### src/audio_adc_consts.svh
//Contract
//- Eight-bit page pointer, reset zero, selects page
//- Writing reset bit restores defaults, then self-clears
//- Supply bit picks external rail or regulator
//- Reference quick-charge time 3.5/10/50/100 ms
//- Broadcast bit adds fixed broadcast target address
//- Sleep bit zero keeps device asleep
//- Input capacitor charge time 2.5/12.5/25/50 ms
//- Format field: multiplexed, I2S, left-justified, reserved
//- Slot word length 16/20/24/32, default 32
//- Bits invert frame-sync and bit-clock polarity
//- Late transmit edge delays output half cycle
//- Unused cycles drive zero or high-impedance
//- LSB full cycle or first half only
//- Bus keeper mode: never, always, LSB, LSB+half
//- Slot zero MSB offset of 0 to 31 cycles
//- Daisy chain only while input mixing disabled
//- Bus error detection on while bit five clear
//- Resume-off bit keeps device down after error
//- Page zero selected after power-up and reset
//- Mix attenuation 0/6/12/18 dB on serial input
//- Mix invert bit inverts serial input data
`ifndef AUDIO_ADC_CONSTS_SVH
`define AUDIO_ADC_CONSTS_SVH

`define PAGE_SELECT_ADDR 8'h00
`define SOFT_RESET_ADDR 8'h01
`define SLEEP_SUPPLY_ADDR 8'h02
`define INPUT_CHARGE_ADDR 8'h05
`define SERIAL_FORMAT_ADDR 8'h07
`define SERIAL_OUTPUT_ADDR 8'h08
`define SERIAL_ERROR_ADDR 8'h09
`define SERIAL_MIX_ADDR 8'h0a

`define PAGE_SELECT_RST 8'h00
`define SLEEP_SUPPLY_RST 8'h00
`define INPUT_CHARGE_RST 8'h05
`define SERIAL_FORMAT_RST 8'h30
`define SERIAL_OUTPUT_RST 8'h00
`define SERIAL_ERROR_RST 8'h00
`define SERIAL_MIX_RST 8'h00

`define SLEEP_SUPPLY_WMASK 8'hfd
`define INPUT_CHARGE_WMASK 8'h3f
`define SERIAL_ERROR_WMASK 8'hb8
`define SERIAL_MIX_WMASK 8'hf8
`define SOFT_RESET_BIT 0

`define BROADCAST_ADDR 7'h4c

`define CYCLES_PER_US 40
`define REF_CHARGE0_US 3500
`define REF_CHARGE1_US 10000
`define REF_CHARGE2_US 50000
`define REF_CHARGE3_US 100000
`define IN_CHARGE0_US 2500
`define IN_CHARGE1_US 12500
`define IN_CHARGE2_US 25000
`define IN_CHARGE3_US 50000

`endif

### src/audio_adc_pkg.sv
package audio_adc_pkg;

  typedef enum logic [3:0] {
    BUS_IDLE, BUS_ADDR, BUS_ADDR_ACK, BUS_REG, BUS_REG_ACK,
    BUS_WDATA, BUS_WDATA_ACK, BUS_RDATA, BUS_RDATA_ACK
  } bus_state_type;

  typedef struct packed {
    logic sclMeta;
    logic sclSync;
    logic sclPrev;
    logic sdaMeta;
    logic sdaSync;
    logic sdaPrev;
    bus_state_type state;
    logic [3:0] bitCnt;
    logic [7:0] shift;
    logic [7:0] regAddr;
    logic readMode;
    logic nack;
    logic sdaOe;
    logic lowDrive;
    logic [7:0] pageSel;
    logic [7:0] sleepReg;
    logic [7:0] shdnReg;
    logic [7:0] fmtReg;
    logic [7:0] outReg;
    logic [7:0] errReg;
    logic [7:0] mixReg;
    logic daisyEff;
    logic softResetPulse;
    logic [21:0] refTimer;
    logic [21:0] inTimer;
    logic refCharging;
    logic inCharging;
  } regs_state_type;

endpackage

### src/audio_adc_config_regs_low.sv
`timescale 1ns/100ps
`include "audio_adc_consts.svh"

module audio_adc_config_regs_low #(
  parameter logic [6:0] TARGET_ADDR = 7'h4e, // Arbitrary value
  parameter int unsigned REF_CYC0 = `REF_CHARGE0_US * `CYCLES_PER_US,
  parameter int unsigned REF_CYC1 = `REF_CHARGE1_US * `CYCLES_PER_US,
  parameter int unsigned REF_CYC2 = `REF_CHARGE2_US * `CYCLES_PER_US,
  parameter int unsigned REF_CYC3 = `REF_CHARGE3_US * `CYCLES_PER_US,
  parameter int unsigned IN_CYC0 = `IN_CHARGE0_US * `CYCLES_PER_US,
  parameter int unsigned IN_CYC1 = `IN_CHARGE1_US * `CYCLES_PER_US,
  parameter int unsigned IN_CYC2 = `IN_CHARGE2_US * `CYCLES_PER_US,
  parameter int unsigned IN_CYC3 = `IN_CHARGE3_US * `CYCLES_PER_US
) (
  input wire logic sys_clk,
  input wire logic rstn,
  input wire logic scl,
  input wire logic sdaIn,
  output logic sdaOut,
  output logic sdaOe,
  output logic [7:0] pageSelect,
  output logic softResetPulse,
  output logic analogSupplySource,
  output logic [1:0] refChargeTime,
  output logic broadcastEnable,
  output logic awakeNSleep,
  output logic refCharging,
  output logic [1:0] inputCapChargeTime,
  output logic inputCharging,
  output logic [1:0] frameFormat,
  output logic [1:0] slotWordLength,
  output logic frameSyncInvert,
  output logic bitClockInvert,
  output logic txLateEdge,
  output logic txIdleHiZ,
  output logic lsbHalfCycle,
  output logic [1:0] keeperMode,
  output logic [4:0] msbOffset,
  output logic daisyChain,
  output logic busErrorDetectOff,
  output logic faultResumeOff,
  output logic [1:0] mixSelect,
  output logic [1:0] mixAttenuation,
  output logic inputMixInvert
);

  audio_adc_pkg::regs_state_type s;
  audio_adc_pkg::regs_state_type n;
  logic startSeen;
  logic stopSeen;
  logic sclRise;
  logic sclFall;
  logic addrHit;
  logic [7:0] rdData;

  // Edges use only the second and third stages of each synchroniser
  assign startSeen = s.sclSync & s.sclPrev & s.sdaPrev & ~s.sdaSync;
  assign stopSeen = s.sclSync & s.sclPrev & ~s.sdaPrev & s.sdaSync;
  assign sclRise = s.sclSync & ~s.sclPrev;
  assign sclFall = ~s.sclSync & s.sclPrev;
  assign addrHit = (s.shift[7:1] == TARGET_ADDR) ||
                   (s.sleepReg[2] && s.shift[7:1] == `BROADCAST_ADDR);

  function automatic logic [21:0] pick(input logic [1:0] code, input int unsigned c0,
                                       input int unsigned c1, input int unsigned c2,
                                       input int unsigned c3);
    logic [21:0] r;
    r = 22'(c0);
    if (code == 2'd1) begin
      r = 22'(c1);
    end else if (code == 2'd2) begin
      r = 22'(c2);
    end else if (code == 2'd3) begin
      r = 22'(c3);
    end
    return r;
  endfunction

  // Register zero answers on every page; the rest only on page zero
  always_comb begin
    rdData = 8'h00;
    if (s.regAddr == `PAGE_SELECT_ADDR) begin
      rdData = s.pageSel;
    end else if (s.pageSel != 8'h00) begin
      rdData = 8'h00;
    end else if (s.regAddr == `SOFT_RESET_ADDR) begin
      rdData = 8'h00;
    end else if (s.regAddr == `SLEEP_SUPPLY_ADDR) begin
      rdData = s.sleepReg;
    end else if (s.regAddr == `INPUT_CHARGE_ADDR) begin
      rdData = s.shdnReg;
    end else if (s.regAddr == `SERIAL_FORMAT_ADDR) begin
      rdData = s.fmtReg;
    end else if (s.regAddr == `SERIAL_OUTPUT_ADDR) begin
      rdData = s.outReg;
    end else if (s.regAddr == `SERIAL_ERROR_ADDR) begin
      rdData = s.errReg;
    end else if (s.regAddr == `SERIAL_MIX_ADDR) begin
      rdData = s.mixReg;
    end
  end

  always_comb begin
    n = s;
    n.sclMeta = scl;
    n.sclSync = s.sclMeta;
    n.sclPrev = s.sclSync;
    n.sdaMeta = sdaIn;
    n.sdaSync = s.sdaMeta;
    n.sdaPrev = s.sdaSync;
    n.softResetPulse = 1'b0;
    n.lowDrive = 1'b0;
    if (sclRise && s.state != audio_adc_pkg::BUS_IDLE) begin
      n.bitCnt = s.bitCnt + 4'd1;
      if (s.state == audio_adc_pkg::BUS_ADDR || s.state == audio_adc_pkg::BUS_REG ||
          s.state == audio_adc_pkg::BUS_WDATA) begin
        n.shift = {s.shift[6:0], s.sdaSync};
      end
      if (s.state == audio_adc_pkg::BUS_RDATA_ACK) begin
        n.nack = s.sdaSync;
      end
    end
    if (stopSeen) begin
      n.state = audio_adc_pkg::BUS_IDLE;
      n.sdaOe = 1'b0;
    end else if (startSeen) begin
      n.state = audio_adc_pkg::BUS_ADDR;
      n.bitCnt = 4'd0;
      n.sdaOe = 1'b0;
    end else if (sclFall) begin
      case (s.state)
        audio_adc_pkg::BUS_ADDR: begin
          if (s.bitCnt == 4'd8) begin
            if (addrHit) begin
              n.readMode = s.shift[0];
              n.sdaOe = 1'b1;
              n.state = audio_adc_pkg::BUS_ADDR_ACK;
            end else begin
              n.state = audio_adc_pkg::BUS_IDLE;
            end
          end
        end
        audio_adc_pkg::BUS_ADDR_ACK: begin
          n.bitCnt = 4'd0;
          if (s.readMode) begin
            n.shift = rdData;
            n.sdaOe = ~rdData[7];
            n.state = audio_adc_pkg::BUS_RDATA;
          end else begin
            n.sdaOe = 1'b0;
            n.state = audio_adc_pkg::BUS_REG;
          end
        end
        audio_adc_pkg::BUS_REG: begin
          if (s.bitCnt == 4'd8) begin
            n.regAddr = s.shift;
            n.sdaOe = 1'b1;
            n.state = audio_adc_pkg::BUS_REG_ACK;
          end
        end
        audio_adc_pkg::BUS_REG_ACK, audio_adc_pkg::BUS_WDATA_ACK: begin
          n.sdaOe = 1'b0;
          n.bitCnt = 4'd0;
          n.state = audio_adc_pkg::BUS_WDATA;
        end
        audio_adc_pkg::BUS_WDATA: begin
          if (s.bitCnt == 4'd8) begin
            n.sdaOe = 1'b1;
            n.state = audio_adc_pkg::BUS_WDATA_ACK;
            n.regAddr = s.regAddr + 8'd1;
            if (s.regAddr == `PAGE_SELECT_ADDR) begin
              n.pageSel = s.shift;
            end else if (s.pageSel != 8'h00) begin
              n.pageSel = s.pageSel;
            end else if (s.regAddr == `SOFT_RESET_ADDR) begin
              if (s.shift[`SOFT_RESET_BIT]) begin
                // Bit is never stored, so it reads back cleared
                n.softResetPulse = 1'b1;
                n.pageSel = `PAGE_SELECT_RST;
                n.sleepReg = `SLEEP_SUPPLY_RST;
                n.shdnReg = `INPUT_CHARGE_RST;
                n.fmtReg = `SERIAL_FORMAT_RST;
                n.outReg = `SERIAL_OUTPUT_RST;
                n.errReg = `SERIAL_ERROR_RST;
                n.mixReg = `SERIAL_MIX_RST;
              end
            end else if (s.regAddr == `SLEEP_SUPPLY_ADDR) begin
              n.sleepReg = (s.sleepReg & ~`SLEEP_SUPPLY_WMASK) |
                           (s.shift & `SLEEP_SUPPLY_WMASK);
            end else if (s.regAddr == `INPUT_CHARGE_ADDR) begin
              n.shdnReg = (s.shdnReg & ~`INPUT_CHARGE_WMASK) |
                          (s.shift & `INPUT_CHARGE_WMASK);
            end else if (s.regAddr == `SERIAL_FORMAT_ADDR) begin
              n.fmtReg = s.shift;
            end else if (s.regAddr == `SERIAL_OUTPUT_ADDR) begin
              n.outReg = s.shift;
            end else if (s.regAddr == `SERIAL_ERROR_ADDR) begin
              n.errReg = (s.errReg & ~`SERIAL_ERROR_WMASK) |
                         (s.shift & `SERIAL_ERROR_WMASK);
            end else if (s.regAddr == `SERIAL_MIX_ADDR) begin
              n.mixReg = (s.mixReg & ~`SERIAL_MIX_WMASK) |
                         (s.shift & `SERIAL_MIX_WMASK);
            end
          end
        end
        audio_adc_pkg::BUS_RDATA: begin
          if (s.bitCnt == 4'd8) begin
            n.sdaOe = 1'b0;
            n.regAddr = s.regAddr + 8'd1;
            n.state = audio_adc_pkg::BUS_RDATA_ACK;
          end else begin
            n.shift = {s.shift[6:0], 1'b0};
            n.sdaOe = ~s.shift[6];
          end
        end
        audio_adc_pkg::BUS_RDATA_ACK: begin
          n.bitCnt = 4'd0;
          if (s.nack) begin
            n.state = audio_adc_pkg::BUS_IDLE;
          end else begin
            n.shift = rdData;
            n.sdaOe = ~rdData[7];
            n.state = audio_adc_pkg::BUS_RDATA;
          end
        end
        default: begin
          n.state = audio_adc_pkg::BUS_IDLE;
        end
      endcase
    end
    // Chain mode is withheld while input mixing is on
    n.daisyEff = n.errReg[7] & (n.mixReg[7:6] == 2'd0);
    // Quick-charge starts when leaving sleep; sleep aborts it
    if (!n.sleepReg[0]) begin
      n.refCharging = 1'b0;
      n.inCharging = 1'b0;
      n.refTimer = 22'd0;
      n.inTimer = 22'd0;
    end else if (!s.sleepReg[0]) begin
      n.refCharging = 1'b1;
      n.inCharging = 1'b1;
      n.refTimer = pick(n.sleepReg[4:3], REF_CYC0, REF_CYC1, REF_CYC2, REF_CYC3);
      n.inTimer = pick(n.shdnReg[5:4], IN_CYC0, IN_CYC1, IN_CYC2, IN_CYC3);
    end else begin
      if (s.refTimer != 22'd0) begin
        n.refTimer = s.refTimer - 22'd1;
      end
      if (s.inTimer != 22'd0) begin
        n.inTimer = s.inTimer - 22'd1;
      end
      n.refCharging = (s.refTimer > 22'd1);
      n.inCharging = (s.inTimer > 22'd1);
    end
  end

  always_ff @(posedge sys_clk or negedge rstn) begin
    if (!rstn) begin
      s <= '0;
      s.sclMeta <= 1'b1;
      s.sclSync <= 1'b1;
      s.sclPrev <= 1'b1;
      s.sdaMeta <= 1'b1;
      s.sdaSync <= 1'b1;
      s.sdaPrev <= 1'b1;
      s.state <= audio_adc_pkg::BUS_IDLE;
      s.pageSel <= `PAGE_SELECT_RST;
      s.sleepReg <= `SLEEP_SUPPLY_RST;
      s.shdnReg <= `INPUT_CHARGE_RST;
      s.fmtReg <= `SERIAL_FORMAT_RST;
      s.outReg <= `SERIAL_OUTPUT_RST;
      s.errReg <= `SERIAL_ERROR_RST;
      s.mixReg <= `SERIAL_MIX_RST;
    end else begin
      s <= n;
    end
  end

  assign sdaOut = s.lowDrive;
  assign sdaOe = s.sdaOe;
  assign pageSelect = s.pageSel;
  assign softResetPulse = s.softResetPulse;
  assign analogSupplySource = s.sleepReg[7];
  assign refChargeTime = s.sleepReg[4:3];
  assign broadcastEnable = s.sleepReg[2];
  assign awakeNSleep = s.sleepReg[0];
  assign refCharging = s.refCharging;
  assign inputCapChargeTime = s.shdnReg[5:4];
  assign inputCharging = s.inCharging;
  assign frameFormat = s.fmtReg[7:6];
  assign slotWordLength = s.fmtReg[5:4];
  assign frameSyncInvert = s.fmtReg[3];
  assign bitClockInvert = s.fmtReg[2];
  assign txLateEdge = s.fmtReg[1];
  assign txIdleHiZ = s.fmtReg[0];
  assign lsbHalfCycle = s.outReg[7];
  assign keeperMode = s.outReg[6:5];
  assign msbOffset = s.outReg[4:0];
  assign daisyChain = s.daisyEff;
  assign busErrorDetectOff = s.errReg[5];
  assign faultResumeOff = s.errReg[4];
  assign mixSelect = s.mixReg[7:6];
  assign mixAttenuation = s.mixReg[5:4];
  assign inputMixInvert = s.mixReg[3];

endmodule // audio_adc_config_regs_low

### config.mk
export PLATFORM = sky130hd
export DESIGN_NAME = audio_adc_config_regs_low
export DESIGN_NICKNAME = d
export VERILOG_FILES = /design/src/audio_adc_pkg.sv /design/src/audio_adc_config_regs_low.sv
export VERILOG_INCLUDE_DIRS = /design/src
export SDC_FILE = /design/constraint.sdc
export NUM_CORES = 1
export LEC_CHECK = 0
export ABC_AREA = 0
export BUFFER_PORTS_ARGS = -buffer_cell sky130_fd_sc_hd__clkbuf_2
export CELL_PAD_IN_SITES_DETAIL_PLACEMENT = 2
export CELL_PAD_IN_SITES_GLOBAL_PLACEMENT = 2
export CORE_MARGIN = 5
export CORE_UTILIZATION = 31
export CTS_BUF_LIST = sky130_fd_sc_hd__clkbuf_4 sky130_fd_sc_hd__clkbuf_8 sky130_fd_sc_hd__clkbuf_16
export CTS_CLUSTER_DIAMETER = 100
export CTS_CLUSTER_SIZE = 16
export DETAILED_ROUTE_END_ITERATION = 8
export PLACE_DENSITY = 0.77
export SYNTH_ARGS = -nofsm -noshare
export SYNTH_HDL_FRONTEND = slang
export SYNTH_SLANG_ARGS = --single-unit
### constraint.sdc
create_clock -name sys_clk -period 7.1 [get_ports sys_clk]
set_input_delay 0.71 -clock sys_clk [delete_from_list [all_inputs] [get_ports sys_clk]]
set_output_delay 0.71 -clock sys_clk [all_outputs]
set_load 0.05 [all_outputs]
==> results.toml <==
[run_status]
outcome = "complete, no violations"

[worst_setup_path]
end_kind = "register"
reg2reg_to = "s[9]"
reg2reg_from = "s[112]"
r2r_setup_slack_ps = 3620
path_max_fanout = 14
crit_type = "register to register"
r2r_cells = 10
crit_path_start_kind = "register"
cp.arrival_ps = 3840
required_ps = 7460

[pwr]
power_frac_seq_pct = 45.5
powerDensity_nw_per_um2 = 216
ir_drop_mv = 0.115
power_frac_comb_pct = 5.3
p_leak_nw = 4.08
power_frac_clock_pct = 49.1
power_w = 0.00191
p_sw_w = 0.000514
intPower_w = 0.00140
p_sw_share_pct = 26.8

[finish]
n_antenna_cell = 0
fin_area_um2 = 8870
nNetsFinal = 905
nFillCells = 2818
drive_above_1_share_pct = 14.5
syn2layout_area_growth_pct = 11.0

[place]
portBuffers = 46
pre_cts_slack_ps = 3680
gp_congestion = 0.852
place_area_um2 = 8260
dpl.hpwl_mm = 18.4

[drt]
remaining_drc_errors = 0
wl_mm = 26.1
drt_iter0_drc = 338
dr.pass1.iters = 4
antenna_left = 0
wl_per_cell_um = 21.3
drt-vias-per-instance = 5.52
num_vias = 6784

[sta]
max-slew-margin-rel_pct = 43.0
setup_tns_ps = 0
finalSetupViolCount = 0
clock.fmax_ghz = 0.287
finalClockSkew_ps = 12.9
rsz0062_at_grt = "no"
period_needed_ps = 3480
worst_pin_slew_ps = 854
setup_slack_ps = 3620
fin_crit_sh_pct = 49.0
finalHoldViolCount = 0
slew_viol_final = 0

[logic_synthesis]
yosys_most_used_dff = "dfrtp_1"
ys_warn_count = 0
synth_seq_area_share_pct = 43.0
synthesis.nets = 916
synthArstFlopShare_pct = 100
syn_area_um2 = 8000
synth_cell_types = 76
ys_ff_latch = 137
synthCells = 896
synth-edff-count = 0
syn_area_per_cell_um2 = 8.93

[clock_tree]
clock-sinks = 137
path_clk_slew_ps = 70
cts_buffers = 17
cts_tree = "done"
cts.path.max_buffers = 2
clock_latency_ps = 440
htree_levels = 4
post-cts-setup-buffers = 0
cts_resized = 0
cts_hold_buffers = 0
cts_root_buf = "clkbuf_16"

[die]
die_x_um = 171
die-height_um = 171
dieArea_um2 = 29100
fp-row-count = 58
start_util_pct = 31.6
pin_count = 48
core-area_um2 = 25300

[grt]
overflow = 0
grt_pass1_wl_mm = 42.2
track_usage_pct = 18.3
antenna_found_initial = 0
grt_max_degree = 73
grt_pass1_vias = 7386

[job]
max_cap_viol_count = 0

[hold_path]
hp-class = "input pin to asynchronous set/reset pin"
==> placed cells by master, fill, tap and decap left out, types with 11 or more instances in the layout <==
cell,count
dfrtp_1,126
nand2_1,104
nor2_1,63
o21ai_0,61
a21oi_1,56
clkbuf_2,45
nor3_1,36
a211oi_1,29
xnor2_1,25
nand3_1,24
inv_1,20
a22o_1,18
or3_1,18
clkbuf_16,17
ha_1,16
nor2b_1,15
and2_1,14
nor4_1,13
and3_1,11
==> Yosys cell counts (3+ instances only) <==
| master | count | area share (%) |
|---|---|---|
| dfrtp_1 | 127 | 40 |
| nand2_1 | 104 | 4.9 |
| nor2_1 | 63 | 3.0 |
| o21ai_0 | 61 | 3.8 |
| a21oi_1 | 56 | 3.5 |
| clkbuf_1 | 43 | 2.0 |
| nor3_1 | 36 | 2.3 |
| a211oi_1 | 29 | 2.7 |
| buf_4 | 28 | 2.6 |
| xnor2_1 | 25 | 2.7 |
| nand3_1 | 24 | 1.5 |
| inv_1 | 20 | 0.94 |
| a22o_1 | 18 | 2.0 |
| or3_1 | 18 | 1.4 |
| ha_1 | 16 | 2.5 |
| nor2b_1 | 15 | 1.2 |
| and2_1 | 14 | 1.1 |
| nor4_1 | 14 | 1.1 |
| and3_1 | 11 | 0.86 |
| dfstp_2 | 10 | 3.3 |
| nand2b_1 | 10 | 0.78 |
| xor2_1 | 10 | 1.1 |
| a22oi_1 | 9 | 0.84 |
| buf_2 | 9 | 0.56 |
| nand3b_1 | 9 | 0.84 |
| o22ai_1 | 9 | 0.70 |
| o211ai_1 | 8 | 0.75 |
| a21o_1 | 7 | 0.66 |
| mux2_2 | 6 | 0.84 |
| or4_1 | 6 | 0.56 |
| or2_2 | 5 | 0.39 |
| a21boi_0 | 4 | 0.38 |
| a221o_1 | 4 | 0.50 |
| a32oi_1 | 4 | 0.44 |
| nand4_1 | 4 | 0.31 |
| nor3b_1 | 3 | 0.28 |
| nor4_2 | 3 | 0.47 |
| o21a_1 | 3 | 0.28 |
==> kinds of logic after synthesis <==
family          after synthesis  synth area share [%]
fa+ha+maj                    16                  2.50
flops                       137                  43.0
buf+inv                     103                  6.48
xor+xnor                     35                  3.83
other cells                   1                0.0469
mux                           7                 0.970
simple gates                362                  23.9
compound gates              235                  19.3
==> metrics by stage <==
stage	util (%)	std cells	hold slack (ps)
global route	35.0	1228	333
global placement	32.6	1196	346
floorplan	-	896	345
detailed placement	32.6	1196	347
finish	35.0	1228	305
CTS	35.0	1228	327
==> worst max-delay path, cell delays in order, from the launching register on <==
cell	delay [ps]
dfrtp_1	430
or4_1	860
nor3_2	560
nand2_1	110
nor3_1	230
a21oi_1	140
ha_1	310
nand2_1	50
or4_1	430
o21ai_0	100
nor2b_1	170
==> worst max-delay path by stage <==
| stage | from | end | slack (ps) | cells past startpoint |
|---|---|---|---|---|
| 4_1_cts | s[108] | s[9] | 3610 | 11 |
| 2_1_floorplan | s[112] | s[9] | 4170 | 12 |
| 5_1_grt | s[108] | s[9] | 3380 | 11 |
| 6_report | s[112] | s[9] | 3620 | 10 |
| 3_5_place_dp | s[108] | s[9] | 3680 | 11 |
| 3_3_place_gp | s[112] | s[9] | 3810 | 10 |
==> sequential cells by signal, summed over array words and instances (netlist names), 2 cells and up <==
name,flops
frameFormat,2
inputCapChargeTime,2
keeperMode,2
mixAttenuation,2
mixSelect,2
msbOffset,5
n,4
pageSelect,8
refChargeTime,2
s,90
slotWordLength,2
==> layer usage <==
metal	share of wire [%]	GRT usage (%)	vias to the layer above
met1	45	24.3	3502
met2	49	30.5	93
li1	-	-	3160
met3	4.3	3.70	29
met5	0	0	-
met4	1.8	5.42	0
==> power by group through the flow <==
stage	sequential [W]	combinational, W	clock [W]
after global routing	0.000874	0.000118	0.000998
after CTS	0.000870	0.000105	0.000956
after floorplan	0.000831	0.0000869	0
after detailed placement	0.000884	0.000102	0
after global placement	0.000883	0.0000985	0
final	0.000872	0.000102	0.000940
==> area by class of cell <==
type | instances | area, um^2 | area share [%]
flip-flops and latches | 137 | 3440 | 38.8
clock buffers | 19 | 440 | 4.96
multi-input cells | 656 | 4050 | 45.6
clock inverters | 13 | 170 | 1.92
well taps | 330 | 413 | 4.65
inverters | 20 | 75.1 | 0.846
repair buffers | 53 | 289 | 3.26
(Power assumes the default switching activity.)
